==> src/rtl/regbank_pkg.sv <==
// How it works
// The first byte after a start must match a fixed 7-bit address, top bit one; bit 0 is direction.
// After the address acknowledge a select byte follows, upper five bits zero, low three the register.
// Both voltage registers hold a 7-bit code in bits 6 to 0, linear from 0.400 V to 1.9875 V.
// Register reset loads code 0x10 into the first voltage register and 0x38 into the second.
// Bit 7 of the second voltage register forces PWM while that voltage is selected.
// The flag register at 0x05 resets to zero, returns its flags on a read and that read clears them.
// Writing one to control bit 7 restores all defaults, shuts down, reloads settings and restarts.
// Control bit 6, default one, forces PWM during an output voltage change.
// Control bit 5, default one, is a software enable that keeps registers and restarts with no wait.
// Control bit 4, default zero, picks power save at light load when zero, forced PWM when one.
// Control bit 3, default one, enables output discharge, applied at the next disable of either kind.
// Control bits 1 to 0, default 11, pick the ramp slope: 10, 5, 1 or 0.1 mV per microsecond.
// A read from any undefined offset returns 00h.
// A written byte takes effect when the acknowledge after that data byte ends.
// Control bit 2 ignores writes and reads back as zero.
package regbank_pkg;
	// target address, value arbitrary apart from the top bit
	localparam logic [6:0] DEV_ADDR     = 7'h48;
	localparam logic [7:0] OFS_VOUT1    = 8'h01;
	localparam logic [7:0] OFS_VOUT2    = 8'h02;
	localparam logic [7:0] OFS_CTRL     = 8'h03;
	localparam logic [7:0] OFS_FLAGS    = 8'h05;
	localparam logic [6:0] VOUT1_RST    = 7'h10;
	localparam logic [7:0] VOUT2_RST    = 8'h38;
	localparam logic [7:0] CTRL_RST     = 8'h6B;
	localparam logic [7:0] FLAGS_RST    = 8'h00;
	localparam logic [7:0] READ_NONE    = 8'h00;
	localparam int         B_MODE2      = 7;
	localparam int         B_SRST       = 7;
	localparam int         B_RAMP_PWM   = 6;
	localparam int         B_SW_EN      = 5;
	localparam int         B_FORCE_PWM  = 4;
	localparam int         B_DISCH      = 3;
	localparam int         B_RSVD       = 2;
	localparam int         B_THERMAL    = 4;
	localparam int         B_PBAD       = 2;
	localparam logic [3:0] BITS_BYTE    = 4'h8;
	localparam logic [3:0] BIT_LAST     = 4'h7;
	// idle levels of scl, sda, enable, select, thermal and power bad, in that order
	localparam logic [5:0] PIN_IDLE     = 6'h30;

	// full-byte compare, so nonzero upper select bits hit nothing
	function automatic logic reg_hit(input logic [7:0] sel, input logic [7:0] ofs);
		reg_hit = (sel == ofs);
	endfunction
endpackage

==> src/rtl/reg_access_if.sv <==
`timescale 1ns/1ps
// register strobes between the serial engine and the bank
interface reg_access_if;
	logic       wr_stb;
	logic       rd_stb;
	logic [7:0] sel;
	logic [7:0] wdata;
	logic [7:0] rdata;
	modport engine (output wr_stb, output rd_stb, output sel, output wdata, input rdata);
	modport bank   (input wr_stb, input rd_stb, input sel, input wdata, output rdata);
endinterface

==> src/rtl/buck_regulator_i2c_register_bank.sv <==
`timescale 1ns/1ps
module buck_regulator_i2c_register_bank (
	input  wire logic       clock_i,
	input  wire logic       srst_i,
	input  wire logic       scl_i,
	input  wire logic       sda_i,
	output logic            sda_o,
	output logic            sda_oe_o,
	input  wire logic       hw_enable_i,
	input  wire logic       select_second_i,
	input  wire logic       thermal_trip_i,
	input  wire logic       power_bad_i,
	output logic [6:0]      first_voltage_code_o,
	output logic [6:0]      second_voltage_code_o,
	output logic [6:0]      active_voltage_code_o,
	output logic            forced_pulse_width_switching_o,
	output logic            ramp_forced_pwm_o,
	output logic [1:0]      ramp_speed_o,
	output logic            converter_enable_o,
	output logic            output_discharge_o,
	output logic            soft_restart_o,
	output logic            quick_restart_o
);
	import regbank_pkg::*;

	reg_access_if ra ();

	logic [5:0] pins_s;
	logic       scl_s, sda_s, hw_en_s, sel2_s, therm_s, pbad_s;

	////////////////////////////////////////////////////////////////////////////
	// pins from outside the clock domain
	pin_sync #(.W(6), .INIT(PIN_IDLE)) u_sync (
		.clock_i (clock_i),
		.srst_i  (srst_i),
		.d_i     ({scl_i, sda_i, hw_enable_i, select_second_i, thermal_trip_i, power_bad_i}),
		.q_o     (pins_s)
	);
	assign {scl_s, sda_s, hw_en_s, sel2_s, therm_s, pbad_s} = pins_s;

	i2c_target_engine u_eng (
		.clock_i  (clock_i),
		.srst_i   (srst_i),
		.scl_i    (scl_s),
		.sda_i    (sda_s),
		.sda_oe_o (sda_oe_o),
		.ra       (ra.engine)
	);
	// open drain: only ever pulls low
	assign sda_o = 1'b0;

	////////////////////////////////////////////////////////////////////////////
	// register state
	logic [6:0] vout1_r, vout1_nxt;
	logic [7:0] vout2_r, vout2_nxt;
	logic [7:0] ctrl_r, ctrl_nxt;
	logic [7:0] flags_r, flags_nxt;
	logic       disch_hold_r, disch_hold_nxt;
	logic       enable_d_r;
	logic       soft_rst_r, soft_rst_nxt;
	logic       quick_r, quick_nxt;
	logic       wr_v1, wr_v2, wr_ctrl, rd_flags;
	logic       enable_now;

	assign wr_v1    = ra.wr_stb & reg_hit(ra.sel, OFS_VOUT1);
	assign wr_v2    = ra.wr_stb & reg_hit(ra.sel, OFS_VOUT2);
	assign wr_ctrl  = ra.wr_stb & reg_hit(ra.sel, OFS_CTRL);
	assign rd_flags = ra.rd_stb & reg_hit(ra.sel, OFS_FLAGS);
	assign enable_now = ctrl_r[B_SW_EN] & hw_en_s;

	// write decode; the reset bit wins over every other field in the same byte
	always_comb
	begin
		vout1_nxt    = vout1_r;
		vout2_nxt    = vout2_r;
		ctrl_nxt     = ctrl_r;
		flags_nxt    = flags_r;
		soft_rst_nxt = 1'b0;
		quick_nxt    = 1'b0;
		if (wr_v1)
			vout1_nxt = ra.wdata[6:0];
		if (wr_v2)
			vout2_nxt = ra.wdata;
		if (wr_ctrl)
		begin
			ctrl_nxt           = ra.wdata;
			ctrl_nxt[B_SRST]   = 1'b0;
			ctrl_nxt[B_RSVD]   = 1'b0;
			quick_nxt          = ra.wdata[B_SW_EN] & ~ctrl_r[B_SW_EN];
		end
		// clear on read first, so a new event in the same cycle survives
		if (rd_flags)
			flags_nxt = FLAGS_RST;
		if (therm_s)
			flags_nxt[B_THERMAL] = 1'b1;
		if (pbad_s)
			flags_nxt[B_PBAD] = 1'b1;
		if (wr_ctrl && ra.wdata[B_SRST])
		begin
			vout1_nxt    = VOUT1_RST;
			vout2_nxt    = VOUT2_RST;
			ctrl_nxt     = CTRL_RST;
			flags_nxt    = FLAGS_RST;
			soft_rst_nxt = 1'b1;
			quick_nxt    = 1'b0;
		end
	end

	// discharge choice is frozen when the converter turns off
	always_comb
	begin
		disch_hold_nxt = disch_hold_r;
		if (enable_d_r && !enable_now)
			disch_hold_nxt = ctrl_r[B_DISCH];
	end

	always_ff @(posedge clock_i)
	begin
		if (srst_i)
		begin
			vout1_r      <= VOUT1_RST;
			vout2_r      <= VOUT2_RST;
			ctrl_r       <= CTRL_RST;
			flags_r      <= FLAGS_RST;
			disch_hold_r <= CTRL_RST[B_DISCH];
			enable_d_r   <= 1'b0;
			soft_rst_r   <= 1'b0;
			quick_r      <= 1'b0;
		end
		else
		begin
			vout1_r      <= vout1_nxt;
			vout2_r      <= vout2_nxt;
			ctrl_r       <= ctrl_nxt;
			flags_r      <= flags_nxt;
			disch_hold_r <= disch_hold_nxt;
			enable_d_r   <= enable_now;
			soft_rst_r   <= soft_rst_nxt;
			quick_r      <= quick_nxt;
		end
	end

	////////////////////////////////////////////////////////////////////////////
	// read mux; reset bit is write-only so it never reads back
	always_comb
	begin
		ra.rdata = READ_NONE;
		if (reg_hit(ra.sel, OFS_VOUT1))
			ra.rdata = {1'b0, vout1_r};
		else if (reg_hit(ra.sel, OFS_VOUT2))
			ra.rdata = vout2_r;
		else if (reg_hit(ra.sel, OFS_CTRL))
			ra.rdata = ctrl_r;
		else if (reg_hit(ra.sel, OFS_FLAGS))
			ra.rdata = flags_r;
	end

	// controls for the analog side
	assign first_voltage_code_o  = vout1_r;
	assign second_voltage_code_o = vout2_r[6:0];
	assign active_voltage_code_o = sel2_s ? vout2_r[6:0] : vout1_r;
	assign forced_pulse_width_switching_o = ctrl_r[B_FORCE_PWM]
		| (sel2_s & vout2_r[B_MODE2]);
	assign ramp_forced_pwm_o  = ctrl_r[B_RAMP_PWM];
	assign ramp_speed_o       = ctrl_r[1:0];
	assign converter_enable_o = enable_now & ~soft_rst_r;
	assign output_discharge_o = ~enable_now & disch_hold_r;
	assign soft_restart_o     = soft_rst_r;
	assign quick_restart_o    = quick_r;
endmodule

==> src/rtl/pin_sync.sv <==
`timescale 1ns/1ps
module pin_sync #(
	parameter int             W    = 1,
	parameter logic [W-1:0]   INIT = '0
) (
	input  wire logic         clock_i,
	input  wire logic         srst_i,
	input  wire logic [W-1:0] d_i,
	output logic      [W-1:0] q_o
);
	logic [W-1:0] meta_r;
	logic [W-1:0] meta_nxt;
	logic [W-1:0] q_r;
	logic [W-1:0] q_nxt;

	// two stages; only the second is read outside
	always_comb
	begin
		meta_nxt = d_i;
		q_nxt    = meta_r;
	end

	always_ff @(posedge clock_i)
	begin
		if (srst_i)
		begin
			// idle levels, so no false edge or start follows reset
			meta_r <= INIT;
			q_r    <= INIT;
		end
		else
		begin
			meta_r <= meta_nxt;
			q_r    <= q_nxt;
		end
	end

	assign q_o = q_r;
endmodule

==> src/rtl/i2c_target_engine.sv <==
`timescale 1ns/1ps
module i2c_target_engine (
	input  wire logic     clock_i,
	input  wire logic     srst_i,
	input  wire logic     scl_i,
	input  wire logic     sda_i,
	output logic          sda_oe_o,
	reg_access_if.engine  ra
);
	import regbank_pkg::*;

	typedef enum logic [3:0] {
		ST_IDLE, ST_ADDR, ST_AACK, ST_REG, ST_RACK, ST_WDAT, ST_WACK, ST_RDAT, ST_MACK
	} eng_state_t;

	eng_state_t state_r, state_nxt;
	logic [3:0] cnt_r, cnt_nxt;
	logic [7:0] shift_r, shift_nxt;
	logic [7:0] sel_r, sel_nxt;
	logic       rw_r, rw_nxt;
	logic       drv_r, drv_nxt;
	logic       scl_d_r;
	logic       sda_d_r;
	logic       rise, fall, start, stop;

	// bus conditions from already synchronised pins
	assign rise  = scl_i & ~scl_d_r;
	assign fall  = ~scl_i & scl_d_r;
	assign start = scl_i & scl_d_r & sda_d_r & ~sda_i;
	assign stop  = scl_i & scl_d_r & ~sda_d_r & sda_i;

	////////////////////////////////////////////////////////////////////////////
	// byte sequencing
	always_comb
	begin
		state_nxt = state_r;
		cnt_nxt   = cnt_r;
		shift_nxt = shift_r;
		sel_nxt   = sel_r;
		rw_nxt    = rw_r;
		drv_nxt   = drv_r;
		ra.wr_stb = 1'b0;
		ra.rd_stb = 1'b0;
		if (start)
		begin
			state_nxt = ST_ADDR;
			cnt_nxt   = '0;
			drv_nxt   = 1'b0;
		end
		else if (stop)
		begin
			state_nxt = ST_IDLE;
			drv_nxt   = 1'b0;
		end
		else
		begin
			unique case (state_r)
				ST_ADDR, ST_REG, ST_WDAT:
				begin
					if (rise)
					begin
						shift_nxt = {shift_r[6:0], sda_i};
						cnt_nxt   = cnt_r + 4'h1;
					end
					else if (fall && cnt_r == BITS_BYTE)
					begin
						cnt_nxt = '0;
						drv_nxt = 1'b1;
						if (state_r == ST_ADDR)
						begin
							// foreign address: stay off the bus until next start
							rw_nxt    = shift_r[0];
							drv_nxt   = (shift_r[7:1] == DEV_ADDR);
							state_nxt = drv_nxt ? ST_AACK : ST_IDLE;
						end
						else
							state_nxt = (state_r == ST_REG) ? ST_RACK : ST_WACK;
					end
				end
				ST_AACK:
				begin
					if (fall)
					begin
						if (rw_r)
						begin
							shift_nxt = ra.rdata;
							ra.rd_stb = 1'b1;
							drv_nxt   = ~ra.rdata[7];
							state_nxt = ST_RDAT;
						end
						else
						begin
							drv_nxt   = 1'b0;
							state_nxt = ST_REG;
						end
					end
				end
				ST_RACK:
				begin
					if (fall)
					begin
						sel_nxt   = shift_r;
						drv_nxt   = 1'b0;
						state_nxt = ST_WDAT;
					end
				end
				ST_WACK:
				begin
					if (fall)
					begin
						ra.wr_stb = 1'b1;
						drv_nxt   = 1'b0;
						state_nxt = ST_WDAT;
					end
				end
				ST_RDAT:
				begin
					if (fall)
					begin
						shift_nxt = {shift_r[6:0], 1'b0};
						cnt_nxt   = cnt_r + 4'h1;
						drv_nxt   = ~shift_r[6];
						if (cnt_r == BIT_LAST)
						begin
							cnt_nxt   = '0;
							drv_nxt   = 1'b0;
							state_nxt = ST_MACK;
						end
					end
				end
				ST_MACK:
				begin
					// a not-acknowledge ends the read; wait for stop
					if (rise)
					begin
						cnt_nxt   = {3'h0, ~sda_i};
						state_nxt = sda_i ? ST_IDLE : ST_MACK;
					end
					else if (fall && cnt_r[0])
					begin
						shift_nxt = ra.rdata;
						ra.rd_stb = 1'b1;
						drv_nxt   = ~ra.rdata[7];
						cnt_nxt   = '0;
						state_nxt = ST_RDAT;
					end
				end
				default:
				begin
					drv_nxt = 1'b0;
				end
			endcase
		end
	end

	always_ff @(posedge clock_i)
	begin
		if (srst_i)
		begin
			state_r <= ST_IDLE;
			cnt_r   <= '0;
			shift_r <= '0;
			sel_r   <= '0;
			rw_r    <= 1'b0;
			drv_r   <= 1'b0;
			scl_d_r <= 1'b1;
			sda_d_r <= 1'b1;
		end
		else
		begin
			state_r <= state_nxt;
			cnt_r   <= cnt_nxt;
			shift_r <= shift_nxt;
			sel_r   <= sel_nxt;
			rw_r    <= rw_nxt;
			drv_r   <= drv_nxt;
			scl_d_r <= scl_i;
			sda_d_r <= sda_i;
		end
	end

	assign ra.sel    = sel_r;
	assign ra.wdata  = shift_r;
	assign sda_oe_o  = drv_r;
endmodule

==> config.mk <==
export PLATFORM = sky130hd
export DESIGN_NAME = buck_regulator_i2c_register_bank
export DESIGN_NICKNAME = d
export VERILOG_FILES = /design/src/rtl/regbank_pkg.sv /design/src/rtl/reg_access_if.sv /design/src/rtl/buck_regulator_i2c_register_bank.sv /design/src/rtl/pin_sync.sv /design/src/rtl/i2c_target_engine.sv
export SDC_FILE = /design/constraint.sdc
export NUM_CORES = 1
export LEC_CHECK = 0
export BUFFER_PORTS_ARGS = -buffer_cell sky130_fd_sc_hd__buf_2
export CAP_MARGIN = 10
export CORE_UTILIZATION = 40
export DETAILED_ROUTE_END_ITERATION = 16
export PLACE_DENSITY = 0.65
export SLEW_MARGIN = 15
export SYNTH_ARGS = -nofsm -noshare
export SYNTH_HDL_FRONTEND = slang
export SYNTH_SLANG_ARGS = --single-unit
==> constraint.sdc <==
create_clock -name clock_i -period 2.99 [get_ports clock_i]
set_clock_uncertainty 0.2 [all_clocks]
set_input_delay 0.598 -clock clock_i [delete_from_list [all_inputs] [get_ports clock_i]]
set_output_delay 0.598 -clock clock_i [all_outputs]
set_load 0.005 [all_outputs]
==> summary.txt, run 1 <==
Status
  • Status: complete, no violations

Synthesis
  • Synthesized flop and latch total: 67
  • Post-synth top area share: 0.395
  • Synthesized area: 3390 um^2
  • Syn avg cell area: 8.86 um^2
  • Synth warnings: 0
  • Post-synthesis sequential area ratio: 0.395
  • Commonest register cell after synthesis: dfxtp_1
  • Syn_nets: 393
  • Leading area contributor after synthesis: dfxtp_1
  • Synth area leaders: dfxtp_1, mux2i_1, nor2_1
  • Async set or reset register ratio after synthesis: 0
  • Post-synth EDFFs: 0
  • Library cells used by synthesis: 59
  • Syn Inst Count: 383

Final layout
  • Post-Layout Cell Count: 515
  • Post-route cell area: 3850 um^2
  • Share of post-route cells with drive strength above 1: 0.217
  • Nets@finish: 415
  • Area Growth Syn to Fin: 13.5%
  • Antenna Cells: 0

Floorplan
  • Die Y: 94.1 um
  • DIE WIDTH: 94.1 um
  • Rows: 33
  • Num ports: 39
  • Core area: 8220 um^2
  • Starting density of the core: 0.413
  • Die ar.: 8860 um^2

Global route
  • Number of global-route vias before repair: 2599
  • Overflow after GRT: 0
  • Largest net degree at the start of global routing: 23
  • Global-route wire length before repair: 13.3 mm
  • Initial antenna violation count: 0
  • Total Routing Usage GR: 0.197

Job
  • Max-Cap Viols: 0

Clock tree
  • TritonCTS buffer count: 9
  • Hold-fix buffers, CTS: 0
  • Post-cts sizing count: 0
  • Clk slew on worst S/H paths: 0.07 ns
  • CTS tree: done
  • Clk_lat worst skew: 0.36 ns
  • CTS sink count: 67
  • Buffer count from post-CTS setup fixing: 0
  • H-tree depth: 3
  • Root Buffer: clkbuf_8
  • Clk buf depth: 2

Placement
  • Port Buffer Count: 37
  • Placed cell count: 499
  • Post-detail-place hpwl: 5.62 mm
  • Setup WS pre-CTS: 0.525 ns
  • Dpl cell area: 3580 um^2
  • Routability cong.: 0.855

Pwr
  • Pleak: 1.51 nW
  • Pwr Density: 689 nW/um^2
  • Max VDD drop: 0.268 mV

Critical path
  • Crit path DAT: 2.54 ns
  • Critical path peak fanout: 14
  • Worst Path Required: 3.02 ns
  • Crit. End Element: register
  • Critical-path cell list: nor4_1, nand4_1, nor2_2, a21o_1, nor2_1
  • Slowest-stage cell, CP: nor4_1
  • Setup CP Type: reg -> reg
  • Crit path launch type: register
  • Crit path largest cell delay: 0.54 ns

Timing
  • Final hold violation count: 0
  • Max Fclk: 397 MHz
  • Min Tclk post-route: 2.52 ns
  • Fin Hold WS: 0.211 ns
  • RSZ-0062 raised after global routing: false
  • Setup ws final: 0.473 ns
  • Tcrit/Tclk final: 0.842
  • Final TNS setup: 0 ns
  • Pin slew with the least headroom to its limit: 0.627 ns
  • Rel. slew slack: 0.580
  • Final setup violation count: 0
  • Final Max Slew Viols: 0

Drt
  • DR DRC count: 0
  • Final wirelength: 8.15 mm
  • Via/cell ratio: 5.59
  • Iter 0 DRT Violations: 194
  • Via Count: 2880
  • Total iterations of the first detailed-routing run: 4
  • DR WL/cell: 15.8 um
  • Post-route ant nets: 0

Hold path
  • Worst Hold Class: reg -> reg
## worst max-delay path: cells and delay by family, from the launching register on
kind | cells | cell delay (ns)
compound gates | 1 | 0.44
flops | 1 | 0.40
simple gates | 4 | 1.36
## layer usage
layer	wire, um	part of all wire	global-route usage	up-vias
met2	3640	0.45	0.287	82
met5	0	0	0	-
li1	-	-	-	1403
met3	341	0.042	0.0364	16
met1	3990	0.49	0.274	1379
met4	176	0.022	0.0987	0
## final timing paths
path	startpoint	slack, ns	endpoint	cells after the start
max	u_eng.ra.sel[2]	0.47	vout2_r[2]	5
min	u_sync.meta_r[5]	0.21	u_sync.q_o[5]	1
max reg2reg	u_eng.ra.sel[2]	0.47	vout2_r[2]	5
min reg2reg	u_sync.meta_r[5]	0.21	u_sync.q_o[5]	1
## cells by family after synthesis
kind of cell | count (synthesis) | synth area share
compound gates | 74 | 0.156
xor+xnor | 2 | 0.00516
fa+ha+maj | 2 | 0.00737
buf+inv | 41 | 0.0652
flops | 67 | 0.395
mux | 41 | 0.125
other cells | 1 | 0.00110
simple gates | 155 | 0.245
## power breakdown
group / total, mW / leakage [nW] / internal (mW) / switching, mW
Combinational: 0.568 / 0.833 / 0.245 / 0.323
Clock: 1.02 / 0.134 / 0.645 / 0.371
Sequential: 1.07 / 0.545 / 0.952 / 0.118
Total: 2.65 / 1.51 / 1.84 / 0.812
## final cells by class
type | instances | area, um^2
Clock buffer | 9 | 124
Clock inverter | 7 | 146
Fill cell | 784 | 4360
Inverter | 5 | 18.8
Multi-Input combinational cell | 275 | 1830
Sequential cell | 67 | 1340
Tap cell | 105 | 131
Timing Repair Buffer | 47 | 260
## flip-flops by register name, summed over array words and instances (netlist names), 2 cells and up
name / count
flags_r: 2
u_eng.cnt_r: 4
u_eng.state_r: 4
u_sync.q_o: 6
ctrl_r: 6
u_sync.meta_r: 6
u_eng.ra.wdata: 8
first_voltage_code_o: 7
vout2_r: 8
u_eng.ra.sel: 8
## cell usage in the layout, fill, tap and decap left out, types with 10 or more instances in the layout
cell,instances
dfxtp_1,67
nor2_1,54
buf_2,37
mux2i_1,29
nand2_1,21
a21oi_1,18
nor2b_1,16
mux2_2,12
o21ai_0,12
nand3_1,10
buf_4,10
## metrics by stage
step	power, mW	util
finish	2.65	0.469
floorplan	1.50	-
global route	2.78	0.469
global placement	1.64	0.436
detailed placement	1.65	0.436
CTS	2.66	0.469
## cells in the mapped netlist, drive strengths merged, types with 2 or more instances
library cell and number:
nor3 4, a21boi 2, a31oi 2, a211o 2, and3b 2, clkbuf 14, nand4 5, nor4b 5
dfxtp 67, nand2b 5, nor2 55, nand3 10, or4b 2, a21oi 19, o221ai 2, nand4b 3
or2 6, nand3b 2, nor4 5, a221oi 4, nor3b 5, nand2 21, a22oi 6, and2 2
ha 2, xor2 2, and3 2, nor2b 16, a211oi 8, and4b 2, o21ai 15, inv 5
mux2 12, buf 22, mux2i 29, a21o 4
No activity file was read; power rests on OpenSTA's default activity.
==> inputs of run 2 (changes only) <==
ABC_AREA = 1   (was unset)
PLACE_DENSITY = 0.67   (was 0.65)
clock period = 2.05 ns   (was 2.99 ns; I/O delays follow)
==> summary.txt, run 2 <==
Status
  • Status: complete, no violations (unchanged)

Synthesis
  • Library cells used by synthesis: 32 (was 59)
  • Syn Inst Count: 521 (was 383)
  • Most instantiated cells after synthesis: nand2_1, nor2_1, dfxtp_1 (was dfxtp_1, nor2_1, mux2i_1)
  • Mux contribution to synthesized area: 0 (was 0.125)
  • Async set or reset register ratio after synthesis: 0 (unchanged)
  • Post-synth top area share: 0.392 (was 0.395)
  • Leading area contributor after synthesis: dfxtp_1 (unchanged)
  • Largest family of logic cells by synthesized area: simple AND/OR/NAND/NOR gates (unchanged)
  • Post-synthesis sequential area ratio: 0.392 (was 0.395)
  • Syn_nets: 531 (was 393)
  • Simple-gate area share of the yosys netlist: 0.380 (was 0.245)
  • Commonest register cell after synthesis: dfxtp_1 (unchanged)
  • Xor/xnor share of the synthesized area: 0 (was 0.00516)
  • Synth area leaders: dfxtp_1, nand2_1, nor2_1 (was dfxtp_1, mux2i_1, nor2_1)
  • Top-count cell post-synth: nand2_1 (was dfxtp_1)
  • Area fraction in compound gates after synthesis: 0.112 (was 0.156)
  • Synth warnings: 0 (unchanged)
  • Post-synthesis adder-cell area fraction: 0.00732 (was 0.00737)
  • Syn avg cell area: 6.56 um^2 (was 8.86 um^2)
  • Synthesized area: 3420 um^2 (was 3390 um^2)
  • Synthesized flop and latch total: 67 (unchanged)
  • Post-synth EDFFs: 0 (unchanged)

Timing
  • Final TNS setup: 0 ns (unchanged)
  • Max Fclk: 527 MHz (was 397 MHz)
  • Final Max Slew Viols: 0 (unchanged)
  • Final hold violation count: 0 (unchanged)
  • Final setup violation count: 0 (unchanged)
  • Tcrit/Tclk final: 0.926 (was 0.842)
  • Min Tclk post-route: 1.90 ns (was 2.52 ns)
  • Setup ws final: 0.152 ns (was 0.473 ns)
  • Fin Hold WS: 0.0448 ns (was 0.211 ns)

Drt
  • Via Count: 3376 (was 2880)
  • Via/cell ratio: 4.99 (was 5.59)
  • Final wirelength: 8.84 mm (was 8.15 mm)
  • Iter 0 DRT Violations: 228 (was 194)
  • DR WL/cell: 13.1 um (was 15.8 um)
  • Total iterations of the first detailed-routing run: 5 (was 4)
  • Post-route ant nets: 0 (unchanged)
  • DR DRC count: 0 (unchanged)

Critical path
  • R2R cell count: 11 (was 5)
  • CP dominant cell by count: nand2_1
  • Slowest-stage cell, CP: dfxtp_1 (was nor4_1)
  • Worst Path Required: 2.13 ns (was 3.02 ns)
  • Worst reg2reg path startpoint: u_eng.state_r[3] (was u_eng.ra.sel[2])
  • Setup CP Type: reg -> reg (unchanged)
  • Worst Path Buf+Inv: 2 (was 0)
  • Critical path peak fanout: 9 (was 14)
  • Top Family by Delay on Critical Path: simple AND/OR/NAND/NOR gates (unchanged)
  • R2R Path End: u_eng.ra.wdata[5] (was vout2_r[2])
  • Crit path DAT: 1.98 ns (was 2.54 ns)
  • Critical-path cell list: inv_2, nand2_2, nor2_1, buf_4, nand2_1, nand2_2, a21oi_4, nand2_4, nand2_1, nand2_1, nor2_1 (was nor4_1, nand4_1, nor2_2, a21o_1, nor2_1)
  • Reg2reg setup slack: 0.15 ns (was 0.47 ns)
  • Crit path launch type: register (unchanged)
  • Crit. End Element: register (unchanged)
  • Crit path largest cell delay: 0.42 ns (was 0.54 ns)

Placement
  • Placed cell count: 659 (was 499)
  • Setup WS pre-CTS: 0.0793 ns (was 0.525 ns)
  • Dpl cell area: 3730 um^2 (was 3580 um^2)
  • Routability cong.: 0.925 (was 0.855)
  • Port Buffer Count: 37 (unchanged)
  • Post-detail-place hpwl: 6.71 mm (was 5.62 mm)

Final layout
  • Share of post-route cells with drive strength above 1: 0.173 (was 0.217)
  • Most common cell after layout, fill and taps aside: nand2_1 (was dfxtp_1)
  • FILL cells: 864 (was 784)
  • Commonest non-fill, non-tap cells in the layout: nand2_1, nor2_1, dfxtp_1 (was dfxtp_1, nor2_1, buf_2)
  • Nets@finish: 576 (was 415)
  • Post-route cell area: 3940 um^2 (was 3850 um^2)
  • Post-Layout Cell Count: 676 (was 515)
  • Layout Utilization: 0.477 (was 0.469)
  • Area Growth Syn to Fin: 15.2% (was 13.5%)
  • Antenna Cells: 0 (unchanged)

Clock tree
  • Clk buf depth: 2 (unchanged)
  • H-tree depth: 3 (unchanged)
  • TritonCTS buffer count: 9 (unchanged)
  • Root Buffer: clkbuf_8 (unchanged)
  • CTS sink count: 67 (unchanged)
  • Clk slew on worst S/H paths: 0.08 ns (was 0.07 ns)
  • Clk_lat worst skew: 0.35 ns (was 0.36 ns)
  • CTS tree: done (unchanged)

Floorplan
  • Num ports: 39 (unchanged)
  • Die Y: 94.5 um (was 94.1 um)
  • DIE WIDTH: 94.5 um (was 94.1 um)
  • Die ar.: 8920 um^2 (was 8860 um^2)
  • Core area: 8260 um^2 (was 8220 um^2)
  • Rows: 33 (unchanged)
  • Starting density of the core: 0.414 (was 0.413)

Global route
  • Total Routing Usage GR: 0.213 (was 0.197)
  • Initial antenna violation count: 0 (unchanged)
  • Global-route wire length before repair: 14.6 mm (was 13.3 mm)
  • Number of global-route vias before repair: 3173 (was 2599)
  • Largest net degree at the start of global routing: 18 (was 23)
  • Overflow after GRT: 0 (unchanged)

Hold path
  • Worst Hold Class: in -> reg (was reg -> reg)
  • Critical hold path startpoint: scl_i (was u_sync.meta_r[5])
  • Worst Hold Path EP: u_sync.meta_r[5] (was u_sync.q_o[5])
  • Hold Path Depth: 2 (was 1)

Pwr
  • Total power: 4.43 mW (was 2.65 mW)
  • Max VDD drop: 0.807 mV (was 0.268 mV)
  • Pwr Density: 1130 nW/um^2 (was 689 nW/um^2)
  • Pleak: 1.92 nW (was 1.51 nW)

Job
  • Max-Cap Viols: 0 (unchanged)
[run 2: kinds of logic (layout without fill, tap and decap cells)]
| family | count (synthesis) | after routing |
|---|---|---|
| other | 1 | 1 |
| and+or+nand+nor | 300 | 300 |
| buffers and inverters | 83 | 133 |
| adders and majority gates | 2 | 2 |
| DFF | 67 | 67 |
| AOI/OAI and AO/OA | 68 | 68 |
[run 2: layout make-up]
type                    instances  area [um^2]  share of cell area
clock buffers                  10          128              0.0324
well taps                     105          131              0.0333
clock inverters                 6         66.3              0.0168
flip-flops and latches         67         1340               0.341
inverters                      63          239              0.0607
multi-input cells             371         1720               0.437
repair buffers                 54          313              0.0794
[run 2: metal layers]
layer | global-route usage | up-vias | share of wire
li1 | - | 1736 | -
met1 | 0.270 | 1509 | 0.46
met2 | 0.345 | 111 | 0.45
met3 | 0.0475 | 20 | 0.061
met4 | 0.0934 | 0 | 0.023
met5 | 0 | - | 0
[run 2: report_power, final]
group	leakage, nW	internal [mW]	switching, mW	total (mW)
Sequential	0.546	1.44	0.225	1.67
Combinational	1.27	0.569	1.10	1.67
Clock	0.100	0.564	0.539	1.10
Total	1.92	2.57	1.86	4.43
[run 2: worst max path at each step]
stage / slack, ns / from / to / cells past startpoint
final: 0.15 / u_eng.state_r[3] / u_eng.ra.wdata[5] / 11
after detailed placement: 0.08 / u_eng.cnt_r[0] / u_eng.state_r[0] / 11
after floorplan: 0.34 / u_eng.ra.sel[4] / u_eng.ra.wdata[0] / 9
after global placement: 0.09 / u_eng.state_r[0] / u_eng.state_r[0] / 9
after CTS: 0.06 / u_eng.cnt_r[0] / u_eng.state_r[0] / 11
after global routing: -0.01 / u_eng.ra.sel[4] / first_voltage_code_o[4] / 9
[run 2: worst reg2reg max path: stages, from the launching register on]
cell     delay (ns)
dfxtp_1        0.42
inv_2          0.08
nand2_2        0.13
nor2_1         0.06
buf_4          0.15
nand2_1        0.09
nand2_2        0.09
a21oi_4        0.25
nand2_4        0.13
nand2_1        0.08
nand2_1        0.05
nor2_1         0.12
[run 2: timing repair]
action | in CTS | in global routing
hold endpoints to repair | 0 | 0
endpoints found under the setup margin | 0 | 12
gates resized for setup | 0 | 5
hold buffers | 0 | 0
buffers inserted | 0 | 1
